<file path="src/hw/ifb_pkg.sv">
// Constants for the interrupt flag and enable bank.
// Assumes an APB master on pclk and level request inputs from peripherals.
// Summary of operation
// Flag reads one once its request occurred
// Enable bit one passes request, zero blocks
// Unimplemented bit positions always read zero
// Flag four layout bits seven to zero
// Enable zero layout bits fourteen to zero
// Enable one layout bits fifteen to zero
// Enable two layout bits fifteen to zero
// Forward banks zero to two only flagged and enabled, flag four as flagged; software clears
package ifb_pkg;
    localparam int          ADDR_W        = 12;
    localparam logic [11:0] OFS_FLAGS4    = 12'h000;
    localparam logic [11:0] OFS_EN0       = 12'h004;
    localparam logic [11:0] OFS_EN1       = 12'h008;
    localparam logic [11:0] OFS_EN2       = 12'h00c;
    localparam logic [11:0] OFS_STATUS    = 12'h010;
    localparam logic [11:0] OFS_MASK      = 12'h014;
    localparam logic [15:0] MASK_FLAGS4   = 16'h00f7;
    localparam logic [15:0] MASK_EN0      = 16'h7fff;
    localparam logic [15:0] MASK_EN1      = 16'hfffb;
    localparam logic [15:0] MASK_EN2      = 16'hdfff;
    localparam logic [15:0] RESET_REG     = 16'h0000;
    localparam logic [3:0]  RESET_STATUS  = 4'h0;
    localparam int          BIT_CAN2_TX   = 7;
    localparam int          BIT_CAN1_TX   = 6;
    localparam int          BIT_DMA7      = 5;
    localparam int          BIT_DMA6      = 4;
    localparam int          BIT_UART2_ERR = 2;
    localparam int          BIT_UART1_ERR = 1;
    localparam int          BIT_FAULT_B   = 0;
endpackage : ifb_pkg

</file>
<file path="src/hw/ifb_bank.sv">
// Interrupt flag register four and enable registers zero to two on APB.
// Assumes asynchronous peripheral request inputs and an APB master on pclk.
module ifb_bank
    import ifb_pkg::*;
(
    input  wire logic                       pclk,        // Clock 20 MHz
    input  wire logic                       presetn,     // Async reset, active low
    input  wire logic                       psel,        // APB select
    input  wire logic                       penable,     // APB enable
    input  wire logic                       pwrite,      // APB direction
    input  wire logic [ifb_pkg::ADDR_W-1:0] paddr,       // APB byte address
    input  wire logic [31:0]                pwdata,      // APB write data
    output logic      [31:0]                prdata,      // APB read data
    output logic                            pready,      // APB ready
    output logic                            pslverr,     // APB error
    input  wire logic [15:0]                req_four,    // Requests for flag four
    input  wire logic [15:0]                flags_zero,  // Flags of bank zero
    input  wire logic [15:0]                flags_one,   // Flags of bank one
    input  wire logic [15:0]                flags_two,   // Flags of bank two
    output logic      [15:0]                fwd_zero,    // Forwarded requests zero
    output logic      [15:0]                fwd_one,     // Forwarded requests one
    output logic      [15:0]                fwd_two,     // Forwarded requests two
    output logic      [15:0]                fwd_four,    // Forwarded requests four
    output logic                            irq          // Interrupt, active high
);
    import ifb_pkg::*;

    // Software-visible registers and their next values
    logic [15:0] irq_flags_four;         // Flag register four
    logic [15:0] next_irq_flags_four;    // Next flag register four
    logic [15:0] irq_enables_zero;       // Enable register zero
    logic [15:0] next_irq_enables_zero;  // Next enable register zero
    logic [15:0] irq_enables_one;        // Enable register one
    logic [15:0] next_irq_enables_one;   // Next enable register one
    logic [15:0] irq_enables_two;        // Enable register two
    logic [15:0] next_irq_enables_two;   // Next enable register two
    logic [3:0]  irq_status;             // Sticky bank event status
    logic [3:0]  next_irq_status;        // Next status
    logic [3:0]  irq_mask;               // Status interrupt mask
    logic [3:0]  next_irq_mask;          // Next mask

    // Next values of the registered outputs
    logic [31:0] next_prdata;            // Next read data
    logic        next_pready;            // Next ready
    logic        next_pslverr;           // Next error
    logic        next_irq;               // Next interrupt
    logic [15:0] next_fwd_zero;          // Next forwarded zero
    logic [15:0] next_fwd_one;           // Next forwarded one
    logic [15:0] next_fwd_two;           // Next forwarded two
    logic [15:0] next_fwd_four;          // Next forwarded four

    // Synchronised inputs and decoded bus phases
    logic [15:0] req_sync;               // Flag-four requests on pclk
    logic [15:0] req_rise;               // Flag-four request edges
    logic [15:0] z_sync;                 // Bank zero flags on pclk
    logic [15:0] o_sync;                 // Bank one flags on pclk
    logic [15:0] t_sync;                 // Bank two flags on pclk
    logic        hit;                    // Access phase not yet answered
    logic        wr_ok;                  // Mapped write this cycle
    logic        rd_ok;                  // Read this cycle
    logic        wr_flags4;              // Write to flag four
    logic        wr_status;              // Write to status
    logic        wr_mask;                // Write to mask
    logic [3:0]  events;                 // Status set sources
    logic [15:0] flags_four_view;        // Flag four as laid out

    // Flag four fields by name
    logic        can2_tx_request_flag;   // CAN2 transmit request
    logic        can1_tx_request_flag;   // CAN1 transmit request
    logic        dma_ch7_done_flag;      // DMA channel 7 done
    logic        dma_ch6_done_flag;      // DMA channel 6 done
    logic        uart2_error_flag;       // UART2 error
    logic        uart1_error_flag;       // UART1 error
    logic        pwm_fault_b_flag;       // PWM fault B

    // Requests from other clock domains
    ifb_sync #(.W(16)) u_sync_four (
        .pclk    (pclk),
        .presetn (presetn),
        .din     (req_four),
        .dout    (req_sync)
    );
    ifb_sync #(.W(16)) u_sync_zero (
        .pclk    (pclk),
        .presetn (presetn),
        .din     (flags_zero),
        .dout    (z_sync)
    );
    ifb_sync #(.W(16)) u_sync_one (
        .pclk    (pclk),
        .presetn (presetn),
        .din     (flags_one),
        .dout    (o_sync)
    );
    ifb_sync #(.W(16)) u_sync_two (
        .pclk    (pclk),
        .presetn (presetn),
        .din     (flags_two),
        .dout    (t_sync)
    );

    // Request edges set the flags
    ifb_edge #(.W(16)) u_edge (
        .pclk    (pclk),
        .presetn (presetn),
        .level   (req_sync),
        .rise    (req_rise)
    );

    // Flag four fields, each at its own position
    assign can2_tx_request_flag = irq_flags_four[BIT_CAN2_TX];
    assign can1_tx_request_flag = irq_flags_four[BIT_CAN1_TX];
    assign dma_ch7_done_flag    = irq_flags_four[BIT_DMA7];
    assign dma_ch6_done_flag    = irq_flags_four[BIT_DMA6];
    assign uart2_error_flag     = irq_flags_four[BIT_UART2_ERR];
    assign uart1_error_flag     = irq_flags_four[BIT_UART1_ERR];
    assign pwm_fault_b_flag     = irq_flags_four[BIT_FAULT_B];

    // Spare positions tied low on read-back
    assign flags_four_view = {8'h00, can2_tx_request_flag, can1_tx_request_flag, dma_ch7_done_flag,
                              dma_ch6_done_flag, 1'b0, uart2_error_flag, uart1_error_flag, pwm_fault_b_flag};

    // Decode one access phase
    function automatic logic is_mapped(input logic [ADDR_W-1:0] a);
        is_mapped = (a == OFS_FLAGS4) || (a == OFS_EN0) || (a == OFS_EN1) ||
                    (a == OFS_EN2) || (a == OFS_STATUS) || (a == OFS_MASK);
    endfunction : is_mapped

    // Keep only the implemented bits of a written word
    function automatic logic [15:0] wr_bits(input logic [31:0] d, input logic [15:0] m);
        wr_bits = d[15:0] & m;
    endfunction : wr_bits

    // Widen a register to the bus word, upper half zero
    function automatic logic [31:0] rd_word(input logic [15:0] v);
        rd_word = {16'h0000, v};
    endfunction : rd_word

    // Widen a four-bit register to the bus word
    function automatic logic [31:0] rd_nibble(input logic [3:0] v);
        rd_nibble = {28'h0000000, v};
    endfunction : rd_nibble

    // Write one clears the matching status bits
    function automatic logic [3:0] w1c(input logic [3:0] old, input logic [3:0] d);
        w1c = old & ~d;
    endfunction : w1c

    assign hit   = psel && penable && !pready;
    assign wr_ok = hit && pwrite && is_mapped(paddr);
    assign rd_ok = hit && !pwrite;

    // Per-register write strobes
    assign wr_flags4 = wr_ok && (paddr == OFS_FLAGS4);
    assign wr_status = wr_ok && (paddr == OFS_STATUS);
    assign wr_mask   = wr_ok && (paddr == OFS_MASK);

    // Bank events for status: flag four set, enable banks flagged
    assign events = {|(t_sync & irq_enables_two), |(o_sync & irq_enables_one),
                     |(z_sync & irq_enables_zero), |(req_rise & MASK_FLAGS4)};

    // Flag four: written value, request edges set
    always_comb begin
        next_irq_flags_four = irq_flags_four;
        if (wr_flags4) begin
            next_irq_flags_four = wr_bits(pwdata, MASK_FLAGS4);
        end
        // Set beats clear
        next_irq_flags_four = next_irq_flags_four | (req_rise & MASK_FLAGS4);
    end

    // Flag four register
    always_ff @(posedge pclk or negedge presetn) begin
        if (!presetn) begin
            irq_flags_four <= RESET_REG;
        end else begin
            irq_flags_four <= next_irq_flags_four;
        end
    end

    // Enable registers: written value, spare bits dropped
    always_comb begin
        next_irq_enables_zero = irq_enables_zero;
        next_irq_enables_one  = irq_enables_one;
        next_irq_enables_two  = irq_enables_two;
        if (wr_ok) begin
            case (paddr)
                OFS_EN0: begin
                    next_irq_enables_zero = wr_bits(pwdata, MASK_EN0);
                end
                OFS_EN1: begin
                    next_irq_enables_one = wr_bits(pwdata, MASK_EN1);
                end
                OFS_EN2: begin
                    next_irq_enables_two = wr_bits(pwdata, MASK_EN2);
                end
                default: begin
                    next_irq_enables_zero = irq_enables_zero;
                end
            endcase
        end
    end

    // Enable registers
    always_ff @(posedge pclk or negedge presetn) begin
        if (!presetn) begin
            irq_enables_zero <= RESET_REG;
            irq_enables_one  <= RESET_REG;
            irq_enables_two  <= RESET_REG;
        end else begin
            irq_enables_zero <= next_irq_enables_zero;
            irq_enables_one  <= next_irq_enables_one;
            irq_enables_two  <= next_irq_enables_two;
        end
    end

    // Status: write one clears, bank events set
    always_comb begin
        next_irq_status = irq_status;
        if (wr_status) begin
            next_irq_status = w1c(irq_status, pwdata[3:0]);
        end
        // Set beats clear
        next_irq_status = next_irq_status | events;
    end

    // Status register
    always_ff @(posedge pclk or negedge presetn) begin
        if (!presetn) begin
            irq_status <= RESET_STATUS;
        end else begin
            irq_status <= next_irq_status;
        end
    end

    // Mask as written
    always_comb begin
        next_irq_mask = irq_mask;
        if (wr_mask) begin
            next_irq_mask = pwdata[3:0];
        end
    end

    // Mask register
    always_ff @(posedge pclk or negedge presetn) begin
        if (!presetn) begin
            irq_mask <= RESET_STATUS;
        end else begin
            irq_mask <= next_irq_mask;
        end
    end

    // Bus answer one cycle after the access phase opens
    always_comb begin
        next_pready  = hit;
        next_pslverr = hit && !is_mapped(paddr);
        next_prdata  = 32'h0000_0000;
        if (rd_ok) begin
            case (paddr)
                OFS_FLAGS4: next_prdata = rd_word(flags_four_view);
                OFS_EN0:    next_prdata = rd_word(irq_enables_zero);
                OFS_EN1:    next_prdata = rd_word(irq_enables_one);
                OFS_EN2:    next_prdata = rd_word(irq_enables_two);
                OFS_STATUS: next_prdata = rd_nibble(irq_status);
                OFS_MASK:   next_prdata = rd_nibble(irq_mask);
                default:    next_prdata = 32'h0000_0000;
            endcase
        end
    end

    // Bus answer registers
    always_ff @(posedge pclk or negedge presetn) begin
        if (!presetn) begin
            prdata  <= 32'h0000_0000;
            pready  <= 1'b0;
            pslverr <= 1'b0;
        end else begin
            prdata  <= next_prdata;
            pready  <= next_pready;
            pslverr <= next_pslverr;
        end
    end

    // Forward banks zero to two only flagged and enabled, flag four as flagged
    always_comb begin
        next_fwd_zero = z_sync & irq_enables_zero;
        next_fwd_one  = o_sync & irq_enables_one;
        next_fwd_two  = t_sync & irq_enables_two;
        next_fwd_four = flags_four_view;
    end

    // Forward registers
    always_ff @(posedge pclk or negedge presetn) begin
        if (!presetn) begin
            fwd_zero <= RESET_REG;
            fwd_one  <= RESET_REG;
            fwd_two  <= RESET_REG;
            fwd_four <= RESET_REG;
        end else begin
            fwd_zero <= next_fwd_zero;
            fwd_one  <= next_fwd_one;
            fwd_two  <= next_fwd_two;
            fwd_four <= next_fwd_four;
        end
    end

    // Interrupt high while a masked status bit is set
    always_comb begin
        next_irq = |(next_irq_status & next_irq_mask);
    end

    // Interrupt register
    always_ff @(posedge pclk or negedge presetn) begin
        if (!presetn) begin
            irq <= 1'b0;
        end else begin
            irq <= next_irq;
        end
    end
endmodule : ifb_bank

</file>
<file path="src/hw/ifb_sync.sv">
// Two-flop synchroniser for a bus of request inputs.
// Assumes inputs are asynchronous to pclk.
module ifb_sync #(
    parameter int W = 16
) (
    input  wire logic         pclk,     // Clock
    input  wire logic         presetn,  // Async reset, active low
    input  wire logic [W-1:0] din,      // Raw inputs
    output logic      [W-1:0] dout      // Synchronised outputs
);
    logic [W-1:0] stage1;
    // First stage feeds only the second
    always_ff @(posedge pclk or negedge presetn) begin
        if (!presetn) begin
            stage1 <= '0;
            dout   <= '0;
        end else begin
            stage1 <= din;
            dout   <= stage1;
        end
    end
endmodule : ifb_sync

</file>
<file path="src/hw/ifb_edge.sv">
// Rising edge detector giving one-cycle pulses.
// Assumes inputs already on pclk.
module ifb_edge #(
    parameter int W = 16
) (
    input  wire logic         pclk,     // Clock
    input  wire logic         presetn,  // Async reset, active low
    input  wire logic [W-1:0] level,    // Synchronised levels
    output logic      [W-1:0] rise      // One-cycle rise pulses
);
    logic [W-1:0] prev;
    always_ff @(posedge pclk or negedge presetn) begin
        if (!presetn) begin
            prev <= '0;
        end else begin
            prev <= level;
        end
    end
    // Pulse on low to high
    assign rise = level & ~prev;
endmodule : ifb_edge

</file>
<file path="config.mk">
export PLATFORM = sky130hd
export DESIGN_NAME = ifb_bank
export DESIGN_NICKNAME = d
export VERILOG_FILES = /design/src/hw/ifb_pkg.sv /design/src/hw/ifb_bank.sv /design/src/hw/ifb_sync.sv /design/src/hw/ifb_edge.sv
export SDC_FILE = /design/constraint.sdc
export NUM_CORES = 1
export LEC_CHECK = 0
export BUFFER_PORTS_ARGS = -buffer_cell sky130_fd_sc_hd__buf_2
export CAP_MARGIN = 5
export CORE_MARGIN = 4
export CORE_UTILIZATION = 55
export DETAILED_ROUTE_END_ITERATION = 10
export HOLD_SLACK_MARGIN = 0.1
export PLACE_DENSITY = 0.82
export RECOVER_POWER = 100
export SLEW_MARGIN = 10
export SYNTH_ARGS = -nofsm -noshare
export SYNTH_HDL_FRONTEND = slang
export SYNTH_SLANG_ARGS = --single-unit
</file>
<file path="constraint.sdc">
create_clock -name pclk -period 2.9 [get_ports pclk]
set_input_delay 0.29 -clock pclk [delete_from_list [all_inputs] [get_ports pclk]]
set_output_delay 0.29 -clock pclk [all_outputs]
set_load 0.05 [all_outputs]
</file>
## After elaboration in Yosys (flattened, before gate mapping)

Index checks and enable logic that the tools add are counted.

| word-level totals | value |
|---|---|
| register bits | 279 |
| input bits | 113 |
| output and inout bits | 99 |
| logic and storage cells | 69 |

| cells by class | value |
|---|---|
| equal/unequal tests | 5 |
| muxes and demuxes | 5 |
| bitwise gates (word level) | 10 |
| reductions and logical operators | 26 |

Operators with widths:

| cell | number |
|---|---|
| case mux 16 bit (6 select lines) | 1 |
| OR reduction 16 bit | 3 |
| bitwise AND 16 bit | 2 |
| 2-to-1 mux 32 bit | 1 |
| equality test 12 x 4 -> 1 bit (second input constant) | 2 |
| equality test 12 x 5 -> 1 bit (second input constant) | 2 |
| bitwise AND 16 x 15 -> 16 bit | 1 |
| 2-to-1 mux 16 bit | 1 |
| OR 16 x 8 -> 16 bit | 1 |
| equality test 12 x 3 -> 1 bit (second input constant) | 1 |
| logical NOT 12 bit | 1 |
| logical AND 1 bit | 9 |
| bitwise AND 4 bit | 2 |
| bitwise AND 8 bit | 1 |
| 2-to-1 mux 4 bit | 2 |
| NOT 8 bit | 1 |
| OR reduction 7 bit | 1 |
| AND reduction 2 bit | 3 |
| logical OR 1 bit | 5 |
| NOT 4 bit | 1 |
| OR 4 bit | 1 |
| OR reduction 4 bit | 1 |
| logical NOT 1 bit | 3 |

## Longest topological paths before layout

Gate-level depths: netlist of the first run.

| depth | value |
|---|---|
| word-level depth | 12 |
| depth in mapped cells | 7 |

## By module

A second synthesis of the first run with hierarchy kept.

| unflattened totals | value |
|---|---|
| cell total of the unflattened synthesis | 570 |
| area, all modules | 9,247.6 sq um |

By module, submodules not included:

| module | times used | cells an instance | area an instance (sq um) | sequential area each (sq um) |
|---|---|---|---|---|
| ifb_bank | 1 | 410 | 5,424.0 | 3,278.1 |
| ifb_sync | 4 | 32 | 800.8 | 800.8 |
| ifb_edge | 1 | 32 | 620.6 | 400.4 |

## Worst setup path before layout of the first run

OpenSTA, ideal clock, no wires.

| path | value |
|---|---|
| path kind | flip-flop to flip-flop |
| from | register pready |
| to | register irq |
| arrival | 2.038 ns |
| path slack | 0.721 ns |
| cell stages (with the launch flop) | 6 |
| buffers on the path | 1 |
| clock period less this slack | 2.179 ns |
| cell sequence | dfrtp_1 nand4b_1 buf_1 or4_4 a2111oi_4 o2111ai_1 |

| on the way | value |
|---|---|
| word-level cells in the longest chain between the ends | 9 |
| elaborated cells between the ends (all ways) | 11 |
| classes of those cells | mux (2); bitwise (2); reduce/logical (7) |

Ends and longest elaborated chain:

| item | line | RTL |
|---|---|---|
| start, declared | ifb_bank.sv:14 | `output logic pready,` |
| start signal, assigned | ifb_bank.sv:279 | `pready <= next_pready;` |
| logical NOT 1 bit * | ifb_bank.sv:149 | `assign hit = psel && penable && !pready;` |
| logical AND 1 bit * | ifb_bank.sv:149 |  |
| logical AND 1 bit * (2 in series) | ifb_bank.sv:150 | `assign wr_ok = hit && pwrite && is_mapped(paddr);` |
| logical AND 1 bit | ifb_bank.sv:155 | `assign wr_status = wr_ok && (paddr == OFS_STATUS);` |
| 2-to-1 mux 4 bit | ifb_bank.sv:220 | `if (wr_status) begin` |
| OR 4 bit | ifb_bank.sv:224 | `next_irq_status = next_irq_status \| events;` |
| bitwise AND 4 bit * | ifb_bank.sv:309 | `next_irq = \|(next_irq_status & next_irq_mask);` |
| OR reduction 4 bit * | ifb_bank.sv:309 |  |
| net next_irq | ifb_bank.sv:46 | `logic next_irq;` |
| end signal, assigned | ifb_bank.sv:317 | `irq <= next_irq;` |
| end, declared | ifb_bank.sv:24 | `output logic irq` |

Mark *: on every way through the listed nets, which the timed path passes. The rest lies on a longest branch.
A chain may end at the register's enable or synchronous reset.

## Worst setup path in the final report of the first run

| path | value |
|---|---|
| from | register pready |
| to | register irq_enables_zero[5] |

| on the way | value |
|---|---|
| word-level cells in the longest chain between the ends | 5 |

Ends and longest elaborated chain:

| item | line | RTL |
|---|---|---|
| logical NOT 1 bit | ifb_bank.sv:149 |  |
| logical AND 1 bit | ifb_bank.sv:149 |  |
| logical AND 1 bit (2 in series) | ifb_bank.sv:150 |  |
| AND reduction 2 bit (no source line) | -- |  |
| end signal, assigned | ifb_bank.sv:211 | `irq_enables_zero <= next_irq_enables_zero;` |
| end, declared | ifb_bank.sv:31 | `logic [15:0] irq_enables_zero;` |

Every way passes these cells.

==> results.txt, run 1 <==
----------------------------------------------------
[CTS]
  Setup repair bufs after CTS ... 0
  Deepest clock path buffer count ... 3
  CTS H-tree lvls ... 1
  Count of instances resized after the clock tree is built ... 0
  TritonCTS clock tree ... yes
  CTS Sinks ... 242
  Number of buffers created by CTS ... 22
  Buffer type at the clock tree root ... sky130_fd_sc_hd__clkbuf_16
  Clock network latency to the later pin of the worst-skew pair ... between 0.4 and 0.5 ns
  Clock transition at the registers of the reported paths ... 0.06 ns
  Hold Buf Count CTS ... between 60 and 70

[Yosys]
  Synth Flop Type ... sky130_fd_sc_hd__dfrtp_1
  Per-instance average area after synthesis ... 15.50 µm²
  Number of warnings reported in the yosys synthesis log ... 0
  Post-synth EDFFs ... 0
  Total standard cell area after synthesis ... between 8000 and 9000 µm²
  Count of different cell masters after synthesis ... 51
  FFs w/ async S/R, synth ... 100.0%
  Gate Count Post-Synth ... 537
  Proportion of synthesized chip area in sequential cells ... 72.75%
  Flops & latches, synth ... 242

[Pwr]
  Peak supply drop ... 0.0005431 V
  Static leakage power ... 5.047 nW
  Power density cells ... approximately 640 nW/µm²

[Worst setup path]
  Ordered cell list for the critical path ... nand4b_1 -> nor3_1 -> nor3b_1 -> buf_4 -> mux2_2
  Largest incremental delay on the critical path ... 0.51 ns
  Slowest library cell on the worst path ... sky130_fd_sc_hd__nand4b_1
  Setup crit end kind ... flop
  Critical path fanouts, max ... 15
  Required arrival time at the worst endpoint ... 3.28 ns
  Element type at the critical path start ... flop
  Category of the most critical setup path ... reg2reg
  Arrival time at the worst endpoint ... approximately 2.9 ns

[Finish]
  Flip-flop count of the largest register, all copies and words added ... 16
  Biggest register ... prdata
  Cell area after layout ... approximately 11,000 µm²
  End-of-flow core utilization ... between 70 and 80%
  Number of filler cells placed in the layout ... 937
  Antenna cell count ... 0
  Area delta synth->final ... 26.17%
  Fraction of final layout cells with drive strength greater than 1 ... 22.78%
  Final net count ... 892

[Place]
  Worst-case setup slack after placement ... slightly below 0.6 ns
  Last weighted congestion value of the routability-driven placer ... 0.8218
  DP Wirelength ... 12.18 mm
  Placement Cell Area ... roughly 9300 µm²
  Buffers on Ports ... 155

[STA]
  Final setup TNS ... 0 ns
  Final setup violation count ... 0
  Final Max Slew Viols ... 0
  Crit share post-route ... 85.25%
  Final hold violations ... 0
  Max-slew headroom at the worst pin ... under 10%
  Highest clock frequency the design can meet ... slightly above 400 MHz
  Slew at the pin with the worst max-slew slack ... 1.365 ns
  Min Clock Period, post-route ... approximately 2.5 ns
  Post-route worst setup slack ... 0.4278 ns
  Final Skew ... 0.007827 ns
  Setup repair after global routing missed its margin ... false

[Route]
  Routed vias/inst ... between 5 and 6
  Initial DRC count ... slightly above 300
  Average routed wire per standard cell ... approximately 20 µm
  Vias ... around 5,000
  Total Routed Length ... 19.09 mm
  Post-route DRC ... 0
  Pre-antenna DRT Iters ... 4
  Routed Antenna Nets ... 0

[Floorplanning]
  Area of the die ... approximately 17,000 µm²
  Die boundary height ... 131.0 µm
  Starting density of the core ... 56.63%
  Die width ... 131.0 µm
  Core Rows ... 44
  Number of primary I/O pins ... 212
  Core Area ... 14,700 µm²

[GRT]
  Remaining global-route overflow ... 0
  Number of global-route vias before repair ... 5,409
  Largest net degree at the start of global routing ... 99
  GR Util All Layers ... 22.73%
  Number of antenna violations at the first check in global routing ... 0
  Global-route wire length before repair ... around 30 mm

[Run]
  Maxcap violations ... 0

[Run status]
  Outcome ... finished clean

[Hold path]
  Hold WC Path Type ... in2reg

----------------------------------------------------
==> cell usage after synthesis, types with 4 or more instances <==
master	n	area, µm²
sky130_fd_sc_hd__inv_1	12	45.04
sky130_fd_sc_hd__or4_1	9	67.56
sky130_fd_sc_hd__clkbuf_1	5	18.77
sky130_fd_sc_hd__or2_2	6	37.54
sky130_fd_sc_hd__dfrtp_1	242	6056
sky130_fd_sc_hd__and3_1	5	31.28
sky130_fd_sc_hd__nor2b_1	4	25.02
sky130_fd_sc_hd__or3_1	4	25.02
sky130_fd_sc_hd__and2_1	47	294.0
sky130_fd_sc_hd__nor4_1	4	25.02
sky130_fd_sc_hd__mux2_2	47	529.3
sky130_fd_sc_hd__nand2_1	8	30.03
sky130_fd_sc_hd__a31oi_1	4	25.02
sky130_fd_sc_hd__mux4_2	4	90.09
sky130_fd_sc_hd__mux2i_1	20	200.2
sky130_fd_sc_hd__buf_4	30	225.2
sky130_fd_sc_hd__nor2_1	19	71.32
sky130_fd_sc_hd__a21oi_1	8	40.04
sky130_fd_sc_hd__buf_2	5	25.02
==> cell usage in the layout (no fill, tap or decap), types with 4 or more instances in the layout <==
master,synthesis,layout
sky130_fd_sc_hd__and2_0,0,43
sky130_fd_sc_hd__mux2_2,47,43
sky130_fd_sc_hd__nor2b_1,4,4
sky130_fd_sc_hd__buf_2,5,78
sky130_fd_sc_hd__clkbuf_16,0,23
sky130_fd_sc_hd__dfrtp_1,242,242
sky130_fd_sc_hd__and2_1,47,4
sky130_fd_sc_hd__nor4_1,4,4
sky130_fd_sc_hd__buf_4,30,4
sky130_fd_sc_hd__nand2_1,8,8
sky130_fd_sc_hd__and3_1,5,5
sky130_fd_sc_hd__mux2i_1,20,20
sky130_fd_sc_hd__inv_1,12,12
sky130_fd_sc_hd__or3_1,4,4
sky130_fd_sc_hd__or2_2,6,6
sky130_fd_sc_hd__or4_1,9,10
sky130_fd_sc_hd__conb_1,1,28
sky130_fd_sc_hd__mux2_1,0,4
sky130_fd_sc_hd__a21oi_1,8,8
sky130_fd_sc_hd__nor2_1,19,19
sky130_fd_sc_hd__clkbuf_1,5,84
sky130_fd_sc_hd__nand3_1,3,4
sky130_fd_sc_hd__a31oi_1,4,4
sky130_fd_sc_hd__dlygate4sd3_1,0,68
sky130_fd_sc_hd__mux4_2,4,4
==> logic make-up after synthesis <==
logic type | share of synthesized area, %
buffers and inverters | 3.953
multiplexers | 9.845
flip-flops | 72.75
AO/OA/AOI/OAI | 3.547
other | 0.04505
AND/OR/NAND/NOR | 9.860
==> metrics by stage <==
stage                     instances  hold slack (ns)  total power, mW
after global routing            974           0.1125            6.965
after CTS                       974           0.1018            6.760
after floorplan                 564        -0.005591            3.730
final                           974           0.1136            6.717
after detailed placement        871           0.3347            3.870
after global placement          871           0.3327            3.856
==> area by class of cell <==
class / instances / area, µm² / area share [%]
Clock buffer: 29 / 618.1 / 5.885
Sequential cell: 242 / 6056 / 57.66
Inverter: 13 / 48.80 / 0.4646
Tap cell: 184 / 230.2 / 2.192
Timing Repair Buffer: 234 / 1446 / 13.77
Clock inverter: 6 / 87.58 / 0.8339
Multi-Input combinational cell: 266 / 2016 / 19.19
==> critical path: cells and delay by family, from the launching register on <==
kind | cells | cell delay (ns)
simple gates | 3 | 1.26
buf+inv | 1 | 0.33
flops | 1 | 0.38
mux | 1 | 0.38
==> routing by layer <==
layer	GRT usage, %	wire length [µm]	part of all wire (%)	vias to the layer above
met5	0	0	0	-
met4	7.623	595	3.1	0
met3	5.285	1468	7.7	44
met2	37.66	9402	49	191
met1	30.04	7624	40	2501
li1	-	-	-	2267
==> power breakdown <==
part	switching (mW)	internal, mW	leakage [nW]	total [mW]
registers	0.0319	3.46	3.04	3.50
clock network	1.17	1.67	0.335	2.84
logic	0.239	0.143	1.67	0.382
total	1.44	5.27	5.05	6.72
==> final timing paths <==
check | from | end | slack [ns] | cells after the start
setup / recovery | pready | irq_enables_zero[5] | 0.43 | 5
hold / removal | pwdata[3] | irq_enables_two[3] | 0.11 | 2
setup reg to reg | pready | irq_enables_zero[5] | 0.43 | 5
hold reg to reg | u_sync_zero.stage1[10] | u_sync_zero.dout[10] | 0.34 | 0
max in group asynchronous | presetn | fwd_two[15] | 0.77 | 3
min in group asynchronous | presetn | u_sync_four.stage1[4] | 0.41 | 2
(Power assumes the default switching activity.)
==> run 2, diff against run 1 <==
--- a/config.mk
+++ b/config.mk
@@ -5,6 +5,7 @@
 export SDC_FILE = /design/constraint.sdc
 export NUM_CORES = 1
 export LEC_CHECK = 0
+export ABC_AREA = 1
 export BUFFER_PORTS_ARGS = -buffer_cell sky130_fd_sc_hd__buf_2
 export CAP_MARGIN = 5
 export CORE_MARGIN = 4
==> run 2 against run 1 <==
  * The flow now finishes with violations (max-capacitance violations, max-slew violations)
  * Combinational power decreased by 13%
  * Clock-buffer cell count grew 5
  * Worst setup slack got worse by 0.13 ns
  * Register-to-register slack improved by 0.48 ns
  * Non-clock buffer count decreased by 8
  * Via count is 13% higher
  * Largest power group unchanged
  * Highest routed layer unchanged
==> results.txt, run 2 <==
----------------------------------------------------
[Run status]
  Outcome ... finished with violations
  Failing checks ... max-capacitance violations, max-slew violations

[GRT]
  Remaining global-route overflow ... 0 (unchanged)
  GR Util All Layers ... 22.15% (-0.58 points)
  Global routing usage on met1 ... 29.24% (-0.80 points)
  Number of antenna violations at the first check in global routing ... 1 (+1)
  Met3 layer usage reported by global route ... 4.924% (-0.36 points)
  Largest net degree at the start of global routing ... 91 (-8.1%)
  Global-route wire length before repair ... 30.57 mm (+4.0%)
  Met2 capacity usage during global routing ... 37.56% (-0.10 points)
  Number of global-route vias before repair ... 5,953 (+10%)
  Grt peak-use layer ... met2

[Yosys]
  Largest cells by area after synthesis ... sky130_fd_sc_hd__dfrtp_1 (72%), sky130_fd_sc_hd__nand2_1 (7.7%), sky130_fd_sc_hd__inv_1 (3.9%)
  Total standard cell area after synthesis ... 8437 µm² (+1.4%)
  Per-instance average area after synthesis ... 11.93 µm² (-23%)
  Flops & latches, synth ... 242 (unchanged)
  Gate Count Post-Synth ... 707 (+32%)
  Share of Yosys cell area claimed by the top area cell type ... 71.78% (-0.97 points)
  Count of different cell masters after synthesis ... 34 (-33%)
  Cell type with the highest aggregate area in the netlist ... sky130_fd_sc_hd__dfrtp_1
  Number of warnings reported in the yosys synthesis log ... 0 (unchanged)
  Most common cell in the netlist ... sky130_fd_sc_hd__dfrtp_1
  FFs w/ async S/R, synth ... 100.0% (unchanged)
  Post-synth EDFFs ... 0 (unchanged)
  Leading post-synthesis cells by instance count ... sky130_fd_sc_hd__dfrtp_1 (242), sky130_fd_sc_hd__nand2_1 (172), sky130_fd_sc_hd__inv_1 (88)
  Proportion of synthesized chip area in sequential cells ... 71.78% (-0.97 points)
  Synth Flop Type ... sky130_fd_sc_hd__dfrtp_1

[Place]
  Last weighted congestion value of the routability-driven placer ... 0.8895 (+8.2%)
  Buffers on Ports ... 155 (unchanged)
  Number of placed cells counting well taps ... 1,041 (+20%)
  DP Wirelength ... 12.32 mm (+1.2%)

[Finish]
  Final net count ... 1,057 (+18%)
  Number of filler cells placed in the layout ... 1,067 (+14%)
  Area occupied by multi-input gates ... 1678 µm² (-17%)
  Commonest cells after routing, fill and taps aside ... sky130_fd_sc_hd__dfrtp_1 (242), sky130_fd_sc_hd__nand2_1 (174), sky130_fd_sc_hd__inv_1 (88)
  Non-filler instance count after layout ... 1,151 (+18%)
  Register area ... 6056 µm² (unchanged)
  Area delta synth->final ... 25.26%
  Flip-flop count of the largest register, all copies and words added ... 16 (unchanged)
  Biggest register ... prdata
  Fraction of final layout cells with drive strength greater than 1 ... 17.36% (-5.4 points)
  Most common library cell in the layout ignoring fill and taps ... sky130_fd_sc_hd__dfrtp_1

[Run]
  Maxcap violations ... 1 (+1)

[CTS]
  CTS H-tree lvls ... 1 (unchanged)
  Buffer type at the clock tree root ... sky130_fd_sc_hd__clkbuf_16
  Number of buffers created by CTS ... 24 (+9.1%)
  TritonCTS clock tree ... yes
  Clock network latency to the later pin of the worst-skew pair ... 0.50 ns (about the same)
  Clock transition at the registers of the reported paths ... 0.06 ns (about the same)
  Deepest clock path buffer count ... 3 (unchanged)
  Setup repair bufs after CTS ... 0 (unchanged)
  CTS Sinks ... 242 (unchanged)

[Route]
  Initial DRC count ... 477 (+55%)
  Average routed wire per standard cell ... 16.61 µm (-15%)
  Post-route DRC ... 0 (unchanged)
  Pre-antenna DRT Iters ... 5 (+1)
  Routed vias/inst ... 4.895 (-4.7%)
  Routed Antenna Nets ... 0 (unchanged)
  Total Routed Length ... 19.12 mm (+0.16%)
  Vias ... 5,634 (+13%)

[STA]
  Slew at the pin with the worst max-slew slack ... 2.170 ns (+0.8044 ns)
  Min Clock Period, post-route ... 2.602 ns (+0.1295 ns)
  Setup repair after global routing missed its margin ... false
  Final Skew ... 0.007215 ns (-0.0006118 ns)
  Crit share post-route ... 89.71% (+4.5 points)
  Max-slew headroom at the worst pin ... -44.66% (-54 points)
  Final Max Slew Viols ... 91 (+91)
  Worst hold margin ... 0.1287 ns (+0.01517 ns)
  Highest clock frequency the design can meet ... 384.4 MHz (-5.0%)
  Final setup TNS ... 0 ns (unchanged)
  Final hold violations ... 0 (unchanged)
  Final setup violation count ... 0 (unchanged)

[Hold path]
  Hold WC Path Type ... in2reg

[Floorplanning]
  Starting density of the core ... 55.91% (-0.72 points)
  Core Rows ... 45 (+2.3%)
  Die width ... 131.9 µm (+0.63%)
  Area of the die ... 17,390 µm² (+1.3%)
  Die boundary height ... 131.9 µm (+0.63%)
  Number of primary I/O pins ... 212 (unchanged)
  Core Area ... 15,090 µm² (+2.7%)

[Pwr]
  Power density cells ... 658.3 nW/µm² (+2.9%)
  Final Total Pwr ... 6.957 mW (+3.6%)
  Peak supply drop ... 0.0005483 V (+0.97%)
  Static leakage power ... 5.497 nW (+8.9%)

[Worst setup path]
  Required arrival time at the worst endpoint ... 3.25 ns (-0.03 ns)
  Arrival time at the worst endpoint ... 2.96 ns (+0.11 ns)
  Category of the most critical setup path ... in2reg
  Element type at the critical path start ... primary input
  Critical path fanouts, max ... 30 (+15)
  Setup crit end kind ... flop
  Register-to-Register Setup Slack ... 0.91 ns (+0.48 ns)

----------------------------------------------------
[run 2: cell count changes after synthesis, sizes merged, moves of 6 or more]
cell	previous run	this run
mux2i	20	0
or4	10	0
nand4	2	16
nand2	8	184
nand3	4	12
or2	6	0
mux2	47	0
and2	47	0
inv	12	99
o21ai	3	50
o211ai	0	7
[run 2: kinds of logic (layout without fill, tap and decap cells)]
| group | Yosys count | in the layout | synth area share, % |
|---|---|---|---|
| compound gates | 79 | 79 | 6.555 |
| buf+inv | 142 | 370 | 8.453 |
| simple gates | 243 | 243 | 13.17 |
| other cells | 1 | 29 | 0.04445 |
| flops | 242 | 242 | 71.78 |
[run 2: final cells by class]
| class | count | area share [%] |
|---|---|---|
| flip-flops and latches | 242 | 57.31 |
| multi-input cells | 350 | 15.88 |
| repair buffers | 226 | 13.10 |
| clock buffers | 34 | 6.903 |
| inverters | 100 | 3.576 |
| well taps | 188 | 2.226 |
| clock inverters | 10 | 0.9946 |
| diodes | 1 | 0.02368 |
[run 2: timing repair]
action / in CTS / in global routing
hold endpoints to repair: 156 / 0
endpoints found under the setup margin: 0 / 13
hold buffers: 65 / 0
resized for setup: 0 / 1
[run 2: path summary, 6_finish.rpt]
check | from | endpoint | cells after the start
max in group asynchronous | presetn | u_sync_one.dout[4] | 3
min | pwdata[4] | irq_flags_four[4] | 3
max | penable | irq_enables_zero[14] | 12
max reg2reg | pready | irq_enables_zero[14] | 8
min in group asynchronous | presetn | u_sync_four.stage1[4] | 2
min reg2reg | u_sync_two.stage1[3] | u_sync_two.dout[3] | 0
[run 2: through the flow]
step / area [µm²] / util, % / worst slack, ns
after floorplan: 8538 / - / 1.147
after global placement: 9294 / 61.59 / 0.7309
after detailed placement: 9294 / 61.59 / 0.6388
after CTS: 10780 / 71.43 / 0.1917
after global routing: 10570 / 70.03 / 0.05261
final: 10570 / 70.03 / 0.2983
[run 2: metal layers]
metal	routed length [µm]	vias to the layer above
met3	1392	39
met5	0	-
met1	7830	2715
met4	387	0
li1	-	2639
met2	9511	241
[run 2: worst max-delay path, stage by stage]
cell and delay, ns:
sky130_fd_sc_hd__dlygate4sd3_1 0.51, sky130_fd_sc_hd__buf_2 0.10, sky130_fd_sc_hd__nand2_1 0.04, sky130_fd_sc_hd__dlygate4sd3_1 0.55
sky130_fd_sc_hd__nor2_1 0.13, sky130_fd_sc_hd__inv_1 0.09, sky130_fd_sc_hd__nor2_2 0.30, sky130_fd_sc_hd__nand2_1 0.17
sky130_fd_sc_hd__inv_4 0.11, sky130_fd_sc_hd__nand2_2 0.32, sky130_fd_sc_hd__nand2_1 0.20, sky130_fd_sc_hd__o21ai_0 0.11
[run 2: report_power, final]
part | internal [mW] | leakage [nW] | switching, mW
registers | 3.46 | 3.03 | 0.0221
clock network | 1.93 | 0.413 | 1.22
logic | 0.113 | 2.06 | 0.221
total | 5.50 | 5.50 | 1.46
